<file path="config.mk">
export PLATFORM = sky130hd
export DESIGN_NAME = vcu_comparator_control
export DESIGN_NICKNAME = d
export VERILOG_FILES = /design/src/hdl/vcu_pkg.sv /design/src/hdl/vcu_comparator_control.sv
export VERILOG_INCLUDE_DIRS = /design/src /design/src/hdl
export SDC_FILE = /design/constraint.sdc
export NUM_CORES = 1
export LEC_CHECK = 0
export BUFFER_PORTS_ARGS = -buffer_cell sky130_fd_sc_hd__buf_2
export CAP_MARGIN = 0
export CORE_MARGIN = 4
export CORE_UTILIZATION = 35
export CTS_CLUSTER_DIAMETER = 30
export DETAILED_ROUTE_END_ITERATION = 10
export GPL_TIMING_DRIVEN = 0
export HOLD_SLACK_MARGIN = 0.15
export SLEW_MARGIN = 10
export SYNTH_ARGS = -nofsm -noshare
export SYNTH_HDL_FRONTEND = slang
export SYNTH_SLANG_ARGS = --single-unit
</file>
<file path="constraint.sdc">
create_clock -name ref_clk -period 1.4 [get_ports ref_clk]
set_clock_uncertainty 0.2 [all_clocks]
set_input_delay 0 -clock ref_clk [delete_from_list [all_inputs] [get_ports ref_clk]]
set_output_delay 0 -clock ref_clk [all_outputs]
set_load 0.05 [all_outputs]
</file>
<file path="src/hdl/vcu_map.svh">
// Synchroniser depth, edge mode codes and reset values for the comparator control block
`ifndef VCU_MAP_SVH
`define VCU_MAP_SVH
`define VCU_SYNC_STAGES 2
`define VCU_MODE_FALL0 2'h0
`define VCU_MODE_RISE 2'h1
`define VCU_MODE_FALL2 2'h2
`define VCU_MODE_BOTH 2'h3
`define VCU_RST_MODE 2'h0
`define VCU_RST_BIT 1'h0
`endif

</file>
<file path="src/hdl/vcu_pkg.sv">
// Types for the comparator control block
package vcu_pkg;
  typedef enum logic [1:0] {
    VCU_RUN = 2'h0,
    VCU_WAIT = 2'h1,
    VCU_STOP_LIGHT = 2'h3,
    VCU_STOP_DEEP = 2'h2
  } vcu_power_t;
endpackage

</file>
<file path="src/hdl/vcu_comparator_control.sv">
// Digital control around the on-chip voltage comparator
`timescale 1ns/1ns
`default_nettype none
`include "vcu_map.svh"

module vcu_comparator_control
  import vcu_pkg::*;
(
  // Clock and reset
  input wire logic ref_clk,
  input wire logic rst,
  // Power mode from system controller
  input wire vcu_power_t power_mode,
  // Software control writes
  input wire logic wr_strobe,
  input wire logic comparator_enable_wr,
  input wire logic bandgap_select_wr,
  input wire logic compare_irq_enable_wr,
  input wire logic output_pin_enable_wr,
  input wire logic [1:0] edge_select_wr,
  input wire logic flag_clear_wr,
  input wire logic capture_route_select_wr,
  // Analog comparator and pins
  input wire logic comparator_raw,
  input wire logic timer_capture_pin_zero,
  // Control readback
  output logic comparator_enable,
  output logic bandgap_select,
  output logic compare_irq_enable,
  output logic output_pin_enable,
  output logic [1:0] edge_select,
  output logic capture_route_select,
  // Status and analog controls
  output logic compare_event_flag,
  output logic comparator_level,
  output logic compare_irq,
  output logic comparator_active,
  output logic timer_capture_in_zero
);

  logic [`VCU_SYNC_STAGES-1:0] sync_reg;
  logic prev_reg;
  logic en_reg, bg_reg, ie_reg, ope_reg, route_reg, flag_reg, lvl_reg, irq_reg, act_reg, cap_reg;
  logic [1:0] mode_reg;
  logic flag_next, lvl_next, cap_next;

  wire logic deep_stop = (power_mode == VCU_STOP_DEEP);
  wire logic any_stop = deep_stop || (power_mode == VCU_STOP_LIGHT);
  // Comparing only while enabled and not stopped; wait keeps running
  wire logic running = en_reg && !any_stop;
  wire logic sync_out = sync_reg[`VCU_SYNC_STAGES-1];
  wire logic rise = sync_out && !prev_reg;
  wire logic fall = !sync_out && prev_reg;
  wire logic edge_hit = running && (
    ((mode_reg == `VCU_MODE_RISE) && rise) ||
    (((mode_reg == `VCU_MODE_FALL0) || (mode_reg == `VCU_MODE_FALL2)) && fall) ||
    ((mode_reg == `VCU_MODE_BOTH) && (rise || fall)));
  wire logic clr = wr_strobe && flag_clear_wr;

  assign flag_next = edge_hit || (flag_reg && !clr);
  assign lvl_next = en_reg && !any_stop ? sync_out : (en_reg ? lvl_reg : `VCU_RST_BIT);
  // Routed: timer sees comparator, external pin ignored
  assign cap_next = route_reg ? (running && sync_out) : timer_capture_pin_zero;

  // Synchroniser; first stage read only by second
  always_ff @(posedge ref_clk or posedge rst) begin
    if (rst) begin
      sync_reg <= '0;
    end else begin
      sync_reg <= {sync_reg[`VCU_SYNC_STAGES-2:0], comparator_raw};
    end
  end

  // Control bits; deep stop returns all to reset, light stop holds
  always_ff @(posedge ref_clk or posedge rst) begin
    if (rst) begin
      en_reg <= `VCU_RST_BIT;
      bg_reg <= `VCU_RST_BIT;
      ie_reg <= `VCU_RST_BIT;
      ope_reg <= `VCU_RST_BIT;
      mode_reg <= `VCU_RST_MODE;
      route_reg <= `VCU_RST_BIT;
    end else if (deep_stop) begin
      en_reg <= `VCU_RST_BIT;
      bg_reg <= `VCU_RST_BIT;
      ie_reg <= `VCU_RST_BIT;
      ope_reg <= `VCU_RST_BIT;
      mode_reg <= `VCU_RST_MODE;
      route_reg <= `VCU_RST_BIT;
    end else if (wr_strobe && !any_stop) begin
      en_reg <= comparator_enable_wr;
      bg_reg <= bandgap_select_wr;
      ie_reg <= compare_irq_enable_wr;
      ope_reg <= output_pin_enable_wr;
      mode_reg <= edge_select_wr;
      route_reg <= capture_route_select_wr;
    end
  end

  // Status
  always_ff @(posedge ref_clk or posedge rst) begin
    if (rst) begin
      prev_reg <= `VCU_RST_BIT;
      flag_reg <= `VCU_RST_BIT;
      lvl_reg <= `VCU_RST_BIT;
      irq_reg <= `VCU_RST_BIT;
      act_reg <= `VCU_RST_BIT;
      cap_reg <= `VCU_RST_BIT;
    end else if (deep_stop) begin
      prev_reg <= `VCU_RST_BIT;
      flag_reg <= `VCU_RST_BIT;
      lvl_reg <= `VCU_RST_BIT;
      irq_reg <= `VCU_RST_BIT;
      act_reg <= `VCU_RST_BIT;
      cap_reg <= `VCU_RST_BIT;
    end else begin
      prev_reg <= running ? sync_out : prev_reg;
      flag_reg <= any_stop ? flag_reg : flag_next;
      lvl_reg <= lvl_next;
      irq_reg <= ie_reg && flag_reg;
      act_reg <= running;
      cap_reg <= cap_next;
    end
  end

  assign comparator_enable = en_reg;
  assign bandgap_select = bg_reg;
  assign compare_irq_enable = ie_reg;
  assign output_pin_enable = ope_reg;
  assign edge_select = mode_reg;
  assign capture_route_select = route_reg;
  assign compare_event_flag = flag_reg;
  assign comparator_level = lvl_reg;
  assign compare_irq = irq_reg;
  assign comparator_active = act_reg;
  assign timer_capture_in_zero = cap_reg;
endmodule
`default_nettype wire

</file>
[Word level (Yosys, flattened, before mapping)]
Cells that the tools add are included.
Word-level totals
  flip-flop bits (word level): 15
  bits in latches: 0
  bits in writable memories: 0
  bits in read-only memories: 0
  input bits: 15
  output and inout port bits: 12
  word-level logic and storage cells: 68
  memories kept: 0
Cells by class
  add/subtract/negate cells: 0
  multipliers: 0
  div/mod/pow operators: 0
  $lt $le $gt $ge: 0
  eq/ne operators: 7
  shift operators: 0
  multiplexer cells: 23
  bitwise logic cells: 0
  reductions and logical operators: 25
Operators with widths (number)
  1-bit 2-to-1 mux: 21
  1-bit logical AND: 12
  2-bit == test, second input constant: 4
  1-bit logical OR: 6
  1-bit logical NOT: 4
  2-bit 2-to-1 mux: 2
  2-bit nonzero test: 2
  3-bit by 1-bit inequality test with 1-bit output, second input constant: 1
  2-bit by 1-bit == test with 1-bit output, second input constant: 1
  2-bit logical NOT: 1
  2-bit inequality test, second input constant: 1

[Depth between registers and ports, before layout]
Gate-level depths: netlist (run 1).
  depth after elaboration: 9
  mapped depth: 5

[Worst setup path before layout (run 1)]
Ideal clock, no wire load.
  path kind: flip-flop to flip-flop
  from: reg en_reg (netlist: comparator_enable)
  to: reg prev_reg
  data arrival time: 1.081 ns
  required time: 1.079 ns
  path slack: -0.002 ns
  cell stages (with the launch flop): 3
  buffers on the path: 0
  cell sequence: dfrtp_1 -> and2b_1 -> a22o_1
Between the ends
  word-level cells in the longest chain between the ends: 2
Ends and longest elaborated chain
  start: declaration: line vcu_comparator_control.sv:43  | logic en_reg, bg_reg, ie_reg, ope_reg, route_reg, flag_reg, lvl_reg, irq_reg, act_reg, cap_reg;
  start signal: assignment: line vcu_comparator_control.sv:77  | en_reg <= `VCU_RST_BIT;
  start signal: assignment: line vcu_comparator_control.sv:84  | en_reg <= `VCU_RST_BIT;
  start signal: assignment: line vcu_comparator_control.sv:91  | en_reg <= comparator_enable_wr;
  1-bit logical AND: line vcu_comparator_control.sv:50  | wire logic running = en_reg && !any_stop;
  2-bit nonzero test (no line)
  end signal: assignment: line vcu_comparator_control.sv:103  | prev_reg <= `VCU_RST_BIT;
  end signal: assignment: line vcu_comparator_control.sv:110  | prev_reg <= `VCU_RST_BIT;
  end signal: assignment: line vcu_comparator_control.sv:117  | prev_reg <= running ? sync_out : prev_reg;
  end: declaration: line vcu_comparator_control.sv:42  | logic prev_reg;
Every way passes these cells.
A chain may end at the register's enable or synchronous reset.

[Worst setup path in the final report (run 1)]
  from: reg sync_reg[1]
  to: reg flag_reg (netlist: compare_event_flag)
Between the ends
  word-level cells in the longest chain between the ends: 9
  elaborated cells between the ends (all ways): 13
  those cells by class: 2 x mux; 11 x reduce/logical
Ends and longest elaborated chain
  start: declaration: line vcu_comparator_control.sv:41  | logic [`VCU_SYNC_STAGES-1:0] sync_reg;
  start signal: assignment: line vcu_comparator_control.sv:70  | sync_reg <= {sync_reg[`VCU_SYNC_STAGES-2:0], comparator_raw};
  1-bit logical NOT: line vcu_comparator_control.sv:53  | wire logic fall = !sync_out && prev_reg;
  1-bit logical AND: line vcu_comparator_control.sv:53
  1-bit logical AND or 1-bit logical OR (tied branches): line vcu_comparator_control.sv:56, vcu_comparator_control.sv:57
  1-bit logical OR or 1-bit logical AND (tied branches): line vcu_comparator_control.sv:55, vcu_comparator_control.sv:57
  1-bit logical OR *: line vcu_comparator_control.sv:55  | ((mode_reg == `VCU_MODE_RISE) && rise) ||
  1-bit logical AND *: line vcu_comparator_control.sv:54  | wire logic edge_hit = running && (
  1-bit logical OR *: line vcu_comparator_control.sv:60  | assign flag_next = edge_hit || (flag_reg && !clr);
  1-bit 2-to-1 mux *: line vcu_comparator_control.sv:118  | flag_reg <= any_stop ? flag_reg : flag_next;
  1-bit 2-to-1 mux *: line vcu_comparator_control.sv:109  | end else if (deep_stop) begin
  end signal: assignment: line vcu_comparator_control.sv:104  | flag_reg <= `VCU_RST_BIT;
  end signal: assignment: line vcu_comparator_control.sv:111  | flag_reg <= `VCU_RST_BIT;
  end signal: assignment: line vcu_comparator_control.sv:118
  end: declaration: line vcu_comparator_control.sv:43
Mark *: on every way between the ends. The rest lies on a longest branch, timed or not. The select of a mux whose other input is x is not followed.

==> impl_metrics.tcl, run 1 <==
set metrics [dict create \
    viasPerCell 4.57 \
    ys_seq_area_share_pct 56.5 \
    finalMaxSlewViolations 0 \
    worst-path-buf-inv 1 \
    die_height_um 51.6 \
    power.leakage_nw 0.518 \
    grtUsageTotal_pct 12.9 \
    drive_gt1_share_pct 30.8 \
    synth_fa_ha_area_share_pct 3.77 \
    die_x_um 51.6 \
    setup_viol 0 \
    clkTransAtPathRegs_ns 0.09 \
    gr-total-overflow 0 \
    ff_latch_area_um2 377 \
    worstPathArrival_ns 1.25 \
    dieArea_um2 2660 \
    synth_compound_area_share_pct 13.6 \
    cts_tree "yes" \
    dr_total_vias 590 \
    path_class "flip-flop to flip-flop" \
    cts_buffer_depth 2 \
    hold_ws_ns 0.109 \
    post_drt_wl_per_cell_um 12.0 \
    antenna_cells 0 \
    drtAntennaViolNets 0 \
    drtPass1Iterations 2 \
    clock_sink_count 15 \
    peakVddDrop_mv 0.543 \
    place_hpwl_um 1030 \
    cts_root_buf "clkbuf_4" \
    grt_pass1_vias 609 \
    path_cells "inv_1 > ha_1 > nand2_1 > o2111ai_1 > nand3_1" \
    finalSetupTns_ns 0 \
    clock_latency_ns 0.27 \
    antenna_found_initial 0 \
    synthMuxAreaShare_pct 7.53 \
    hold_path.class "input pin to asynchronous set/reset pin" \
    max_freq_mhz 775 \
    grt_max_degree 16 \
    cp_slowest_cell "dfrtp_1" \
    crit_fanout 4 \
    slew_headroom_pct 62.7 \
    power_density_nw_per_um2 977 \
    hold_violations 0 \
    gpl.final_weighted_congestion 0.755 \
    rsz0062_at_grt "false" \
    yosysWarningCount 0 \
    row_count 15 \
    crit_required_ns 1.36 \
    synth_cells 60 \
    synthSimpleGateAreaFrac_pct 15.4 \
    drt_wl_total_um 1550 \
    cts_htree_levels 1 \
    nets 122 \
    start_kind "flip-flop" \
    ys_types 19 \
    maxCapViolations 0 \
    fin_crit_ns 1.29 \
    syn_area_per_cell_um2 11.1 \
    synth_top_family_by_area "simple AND/OR/NAND/NOR gates" \
    cts_inserted_buffers 3 \
    crit_path_end_kind "flip-flop" \
    synth_area_um2 664 \
    worst_slew_pin_slew_ns 0.558 \
    area_delta_synth_final_pct 49.9 \
    nFillCells 173 \
    initial_core_util_pct 37.7 \
    cpPeakStageDelay_ns 0.40 \
    drc 0 \
    min_period_over_period_pct 92.2 \
    yosys.area_share.xor_xnor_pct 0 \
    syn-num-nets 77 \
    drt_iter0_drc 3 \
    status "complete, no violations" \
    synth-seq-cells 15 \
    multiInputGateArea_um2 268 \
    io_buffers 25 \
    crit_family "flip-flops" \
    grt_pass1_wl_um 2560 \
    pin_count 27 \
    core_area_um2 1760 \
]
per-stage QoR:
stage	total power, mW	util (%)	worst slack, ns	std cells	instance area [um^2]
floorplan	0.648	-	0.0909	60	666
global placement	0.710	46.6	0.102	110	822
detailed placement	0.713	46.6	0.0938	110	822
CTS	0.988	56.0	0.0786	128	988
global route	1.03	56.5	0.0126	129	996
finish	0.973	56.5	0.109	129	996
worst min-delay path: stages:
cell and delay, ns:
dlygate4sd3_1 0.53, buf_2 0.12, inv_1 0.41
routing by layer:
layer | wire, um | vias up | GRT usage, %
met4 | 0 | 0 | 5.24
met2 | 724 | 17 | 20.8
li1 | - | 299 | -
met1 | 745 | 274 | 16.8
met5 | 0 | - | 0
met3 | 82 | 0 | 2.58
Yosys cell counts:
master / n / area (um^2)
a22o_1: 3 / 26.3
nand3b_1: 2 / 15.0
o2bb2ai_1: 1 / 8.76
nor2b_1: 1 / 6.26
and3_1: 1 / 6.26
nand3_1: 3 / 15.0
and2b_1: 2 / 15.0
o21ai_0: 8 / 40.0
buf_2: 1 / 5.00
and2_1: 2 / 12.5
nand2_1: 7 / 26.3
dfrtp_1: 15 / 375
inv_1: 3 / 11.3
clkbuf_2: 1 / 5.00
a31oi_1: 1 / 6.26
mux2i_1: 5 / 50.1
ha_1: 2 / 25.0
nand2b_1: 1 / 6.26
o2111ai_1: 1 / 8.76
worst paths after layout:
| path | cells past startpoint | slack (ns) | endpoint | startpoint |
|---|---|---|---|---|
| max reg2reg | 5 | 0.11 | compare_event_flag$_DFFE_PP0P_ | sync_reg[1]$_DFF_PP0_ |
| max | 5 | 0.11 | compare_event_flag$_DFFE_PP0P_ | sync_reg[1]$_DFF_PP0_ |
| min | 3 | 0.11 | compare_irq$_DFF_PP0_ | rst |
| min in group ref_clk | 0 | 0.15 | sync_reg[1]$_DFF_PP0_ | sync_reg[0]$_DFF_PP0_ |
| max in group asynchronous | 3 | 0.48 | comparator_enable$_DFFE_PP0P_ | rst |
| min reg2reg | 0 | 0.15 | sync_reg[1]$_DFF_PP0_ | sync_reg[0]$_DFF_PP0_ |
cell type report:
type / count / area share [%]
plain buffers: 2 / 1.01
clock buffers: 4 / 2.64
inverters: 3 / 1.13
multi-input cells: 40 / 26.9
flip-flops and latches: 15 / 37.8
well taps: 25 / 3.14
repair buffers: 40 / 27.4
kinds of logic after synthesis:
kind of cell	after synthesis
AND/OR/NAND/NOR	19
flip-flops	15
AO/OA/AOI/OAI	14
buffers and inverters	5
multiplexers	5
adder cells (fa/ha/maj)	2
report_power, final:
group	total [mW]	switching, mW	internal, mW
logic	0.246	0.156	0.0903
clock network	0.237	0.127	0.110
registers	0.489	0.0253	0.464
total	0.973	0.309	0.665
timing repair:
item	in CTS	in global routing
hold buffers	14	0
setup buffers	0	1
resized for setup	0	0
setup endpoints to repair	0	1
hold endpoints to repair	29	0
placed cells by master (no fill, tap or decap):
master,Yosys,final
and3_1,1,1
dlygate4sd3_1,0,14
inv_1,3,3
clkbuf_4,0,3
nand2_1,7,7
ha_1,2,2
nand3b_1,2,2
nand2b_1,1,1
o2bb2ai_1,1,1
dfrtp_2,0,1
buf_2,1,26
and2b_1,2,2
nand3_1,3,3
mux2i_1,5,5
o2111ai_1,1,1
buf_4,0,1
and2_1,2,2
a31oi_1,1,1
nor2b_1,1,1
dfrtp_1,15,14
o21ai_0,8,8
a22o_1,3,3
clkbuf_2,1,1
clkbuf_1,0,1
No activity file was read; power rests on OpenSTA's default activity.
==> inputs of run 2 (changes only) <==
Settings changed: ABC_CLOCK_PERIOD_IN_PS set to 1400, SETUP_SLACK_MARGIN set to 0.15, SKIP_CTS_REPAIR_TIMING set to 1.
==> impl_metrics.tcl, run 2 (same netlist as run 1, synthesis figures left out) <==
set metrics [dict create \
    status "complete, no violations" \
    path_cells "inv_2 > ha_4 > nand2_2 > o2111ai_2 > nand3_1" \
    power.leakage_nw 0.533 \
    io_buffers 25 \
    clock_latency_ns 0.27 \
    area_delta_synth_final_pct 58.9 \
    clkTransAtPathRegs_ns 0.08 \
    slew_headroom_pct 62.6 \
    hold_violations 0 \
    cp_slowest_cell "dfrtp_1" \
    worstPathArrival_ns 1.27 \
    layout_commonest_cell "buf_2" \
    antenna_found_initial 0 \
    start_kind "flip-flop" \
    pin_count 27 \
    gr-total-overflow 0 \
    layout_common_cells "buf_2, dlygate4sd3_1, dfrtp_1" \
    drtPass1Iterations 2 \
    cts_htree_levels 1 \
    post_drt_wl_per_cell_um 12.1 \
    max_freq_mhz 764 \
    cts_root_buf "clkbuf_4" \
    path_class "flip-flop to flip-flop" \
    worst_slew_pin_slew_ns 0.560 \
    finalMaxSlewViolations 0 \
    crit_fanout 4 \
    nets 126 \
    viasPerCell 4.53 \
    drt_wl_total_um 1610 \
    hold_ws_ns 0.107 \
    total_power_mw 0.993 \
    core_area_um2 1760 \
    die_x_um 51.6 \
    crit_required_ns 1.36 \
    place_hpwl_um 990 \
    design_area_um2 1060 \
    drc 0 \
    hold_path.class "input pin to asynchronous set/reset pin" \
    initial_core_util_pct 37.7 \
    grt_pass1_vias 504 \
    clock_sink_count 15 \
    row_count 15 \
    die_height_um 51.6 \
    gpl.final_weighted_congestion 0.778 \
    cpPeakStageDelay_ns 0.41 \
    drive_gt1_share_pct 35.2 \
    dr_total_vias 603 \
    setup_viol 0 \
    finalSetupTns_ns 0 \
    peakVddDrop_mv 0.854 \
    place_area_um2 823 \
    fin_crit_ns 1.31 \
    drtAntennaViolNets 0 \
    maxCapViolations 0 \
    cts_tree "yes" \
    grtUsageTotal_pct 11.1 \
    dieArea_um2 2660 \
    cts_inserted_buffers 3 \
    antenna_cells 0 \
    rsz0062_at_grt "true" \
    min_period_over_period_pct 93.5 \
    power_density_nw_per_um2 940 \
    nFillCells 172 \
    drt_iter0_drc 4 \
    grt_pass1_wl_um 2190 \
    cts_buffer_depth 2 \
    crit_path_end_kind "flip-flop" \
    grt_max_degree 16 \
]
## run 2: changes by cell type in the layout (fill, tap and decap cells not counted), sizes merged
| cell | previous run | this run |
|---|---|---|
| dlygate4sd3 | 14 | 17 |
| buf | 27 | 28 |
## run 2: area by class of cell
| class | instances | area [um^2] | area share [%] |
|---|---|---|---|
| flip-flops and latches | 15 | 378 | 35.8 |
| repair buffers | 44 | 310 | 29.4 |
| multi-input cells | 40 | 289 | 27.4 |
| well taps | 25 | 31.3 | 2.96 |
| clock buffers | 4 | 26.3 | 2.49 |
| inverters | 3 | 11.3 | 1.07 |
| plain buffers | 2 | 10.0 | 0.948 |
## run 2: routing by layer
| metal | global-route usage [%] | wire length [um] | share of wire, % | up-vias |
|---|---|---|---|---|
| li1 | - | - | - | 310 |
| met1 | 13.7 | 727 | 45 | 275 |
| met2 | 17.6 | 789 | 49 | 18 |
| met3 | 5.73 | 91 | 5.7 | 0 |
| met4 | 1.31 | 0 | 0 | 0 |
| met5 | 0 | 0 | 0 | - |
## run 2: worst paths after layout
check | startpoint | to | slack (ns) | cells after the start
max | sync_reg[1]$_DFF_PP0_ | compare_event_flag$_DFFE_PP0P_ | 0.09 | 5
min | rst | output_pin_enable$_DFFE_PP0P_ | 0.11 | 3
max reg2reg | sync_reg[1]$_DFF_PP0_ | compare_event_flag$_DFFE_PP0P_ | 0.09 | 5
min reg2reg | sync_reg[0]$_DFF_PP0_ | sync_reg[1]$_DFF_PP0_ | 0.15 | 0
max in group asynchronous | rst | comparator_enable$_DFFE_PP0P_ | 0.50 | 3
min in group ref_clk | sync_reg[0]$_DFF_PP0_ | sync_reg[1]$_DFF_PP0_ | 0.15 | 0
## run 2: power by group
group / switching, mW / internal, mW
Clock: 0.127 / 0.110
Combinational: 0.161 / 0.103
Sequential: 0.0266 / 0.465
## run 2: metrics by stage
stage | util (%) | cells | worst slack [ns]
3_5_place_dp | 46.7 | 110 | 0.108
5_1_grt | 59.9 | 133 | 0.0307
2_1_floorplan | - | 60 | 0.117
6_report | 59.9 | 133 | 0.0905
4_1_cts | 48.2 | 114 | 0.0490
3_3_place_gp | 46.7 | 110 | 0.103
## run 2: worst max-delay path, delay by kind of cell (launching register included)
family	cells	cell delay (ns)
fa+ha+maj	1	0.26
flops	1	0.41
simple gates	2	0.15
compound gates	1	0.09
buf+inv	1	0.07
==> inputs of run 3 (changes only) <==
Settings changed: ABC_CLOCK_PERIOD_IN_PS 1400 to 1450.
Clock period 1.4 ns to 1.45 ns, I/O delays scaled along.
==> impl_metrics.tcl, run 3 (same netlist as run 1, synthesis figures left out) <==
set metrics [dict create \
    clkTransAtPathRegs_ns 0.08 \
    power.leakage_nw 0.524 \
    fin_crit_ns 1.29 \
    layout_common_cells "buf_2, dlygate4sd3_1, dfrtp_1" \
    crit_path_end_kind "flip-flop" \
    dr_total_vias 602 \
    power_frac_comb_pct 26.0 \
    row_count 15 \
    cts_buffer_depth 2 \
    finalSetupTns_ns 0 \
    placedCellCount 110 \
    worstPathArrival_ns 1.25 \
    violations "hold timing" \
    viasPerCell 4.60 \
    max_freq_mhz 777 \
    hold_depth 4 \
    antenna_cells 0 \
    p_sw_share_pct 31.8 \
    layout.cells.non_filler 131 \
    initial_core_util_pct 37.7 \
    cts_htree_levels 1 \
    grtUsageTotal_pct 12.1 \
    pin_count 27 \
    power.share.sequential_pct 49.8 \
    gpl.final_weighted_congestion 0.794 \
    hold_ws_ns -0.0740 \
    core_area_um2 1760 \
    die_height_um 51.6 \
    clock_sink_count 15 \
    power_density_nw_per_um2 919 \
    area_delta_synth_final_pct 55.9 \
    crit_fanout 4 \
    drt_wl_total_um 1540 \
    antenna_found_initial 0 \
    die_x_um 51.6 \
    grt_pass1_vias 549 \
    reg2reg_to "compare_event_flag$_DFFE_PP0P_" \
    start_kind "flip-flop" \
    cts_tree "yes" \
    dieArea_um2 2660 \
    total_power_mw 0.953 \
    cts_root_buf "clkbuf_4" \
    slew_headroom_pct 63.0 \
    worst_slew_pin_slew_ns 0.554 \
    cts_inserted_buffers 3 \
    hold_path.class "input pin to flip-flop" \
    path_cells "inv_2 > ha_4 > nand2_2 > o2111ai_2 > nand3_1" \
    nets 124 \
    gr-total-overflow 0 \
    r2r-start "sync_reg[1]$_DFF_PP0_" \
    crit_required_ns 1.41 \
    grt_pass1_wl_um 2350 \
    min_period_over_period_pct 88.8 \
    switching_power_mw 0.303 \
    place_hpwl_um 1050 \
    hold_end "compare_event_flag$_DFFE_PP0P_" \
    p_int_mw 0.650 \
    drive_gt1_share_pct 35.8 \
    post_drt_wl_per_cell_um 11.8 \
    rsz0062_at_grt "true" \
    drt_iter0_drc 4 \
    drtAntennaViolNets 0 \
    setup_viol 0 \
    r2r_slack_ns 0.16 \
    clock_latency_ns 0.28 \
    maxCapViolations 0 \
    grt_max_degree 16 \
    layout_commonest_cell "buf_2" \
    multiInputGateArea_um2 289 \
    peakVddDrop_mv 0.769 \
    path_class "flip-flop to flip-flop" \
    cpPeakStageDelay_ns 0.41 \
    min_from "power_mode[1]" \
    hold_violations 6 \
    drc 0 \
    status "finished, violations left" \
    reg2reg_depth 5 \
    io_buffers 25 \
    nFillCells 175 \
    drtPass1Iterations 4 \
    cp_slowest_cell "dfrtp_1" \
    clkPwrFrac_pct 24.2 \
    ff_latch_area_um2 378 \
    finalMaxSlewViolations 0 \
]
[run 3: critical path, delay by kind of cell (launching register included)]
family,cells,cell delay [ns]
AO/OA/AOI/OAI,1,0.08
adder cells (fa/ha/maj),1,0.26
AND/OR/NAND/NOR,2,0.14
buffers and inverters,1,0.08
flip-flops,1,0.41
[run 3: layout make-up]
class	instances	share of cell area (%)
Inverter	3	1.09
Tap cell	25	3.02
Multi-Input combinational cell	40	27.9
Sequential cell	15	36.5
Buffer	2	0.966
Clock buffer	4	2.54
Timing Repair Buffer	42	28.0
[run 3: power groups by stage]
| stage | registers (mW) | logic, mW | clock network [mW] |
|---|---|---|---|
| floorplan | 0.565 | 0.0606 | 0 |
| CTS | 0.473 | 0.208 | 0.244 |
| global route | 0.480 | 0.269 | 0.269 |
| global placement | 0.480 | 0.206 | 0 |
| detailed placement | 0.481 | 0.207 | 0 |
| finish | 0.474 | 0.248 | 0.230 |
[run 3: worst max-delay path by stage]
stage / end / depth (start not counted) / from / slack [ns]
6_report: compare_event_flag$_DFFE_PP0P_ / 5 / sync_reg[1]$_DFF_PP0_ / 0.16
5_1_grt: compare_event_flag$_DFFE_PP0P_ / 5 / sync_reg[1]$_DFF_PP0_ / 0.1
4_1_cts: compare_event_flag$_DFFE_PP0P_ / 5 / sync_reg[1]$_DFF_PP0_ / 0.13
3_5_place_dp: compare_event_flag$_DFFE_PP0P_ / 5 / sync_reg[1]$_DFF_PP0_ / 0.15
3_3_place_gp: compare_event_flag$_DFFE_PP0P_ / 5 / sync_reg[1]$_DFF_PP0_ / 0.15
2_1_floorplan: prev_reg$_DFFE_PP0P_ / 2 / comparator_enable$_DFFE_PP0P_ / 0.17
[run 3: through the flow]
step / util (%) / cell area (um^2) / setup WS (ns)
floorplan: - / 667 / 0.167
global placement: 46.7 / 823 / 0.154
detailed placement: 46.7 / 823 / 0.146
CTS: 48.2 / 850 / 0.125
global route: 58.7 / 1040 / 0.0977
finish: 58.7 / 1040 / 0.162
[run 3: routing by layer]
| metal | vias to the layer above | global-route usage (%) | routed length (um) |
|---|---|---|---|
| met5 | - | 0 | 0 |
| met4 | 0 | 2.62 | 11 |
| met3 | 2 | 7.16 | 104 |
| met2 | 22 | 18.9 | 732 |
| met1 | 276 | 14.3 | 695 |
| li1 | 302 | - | - |
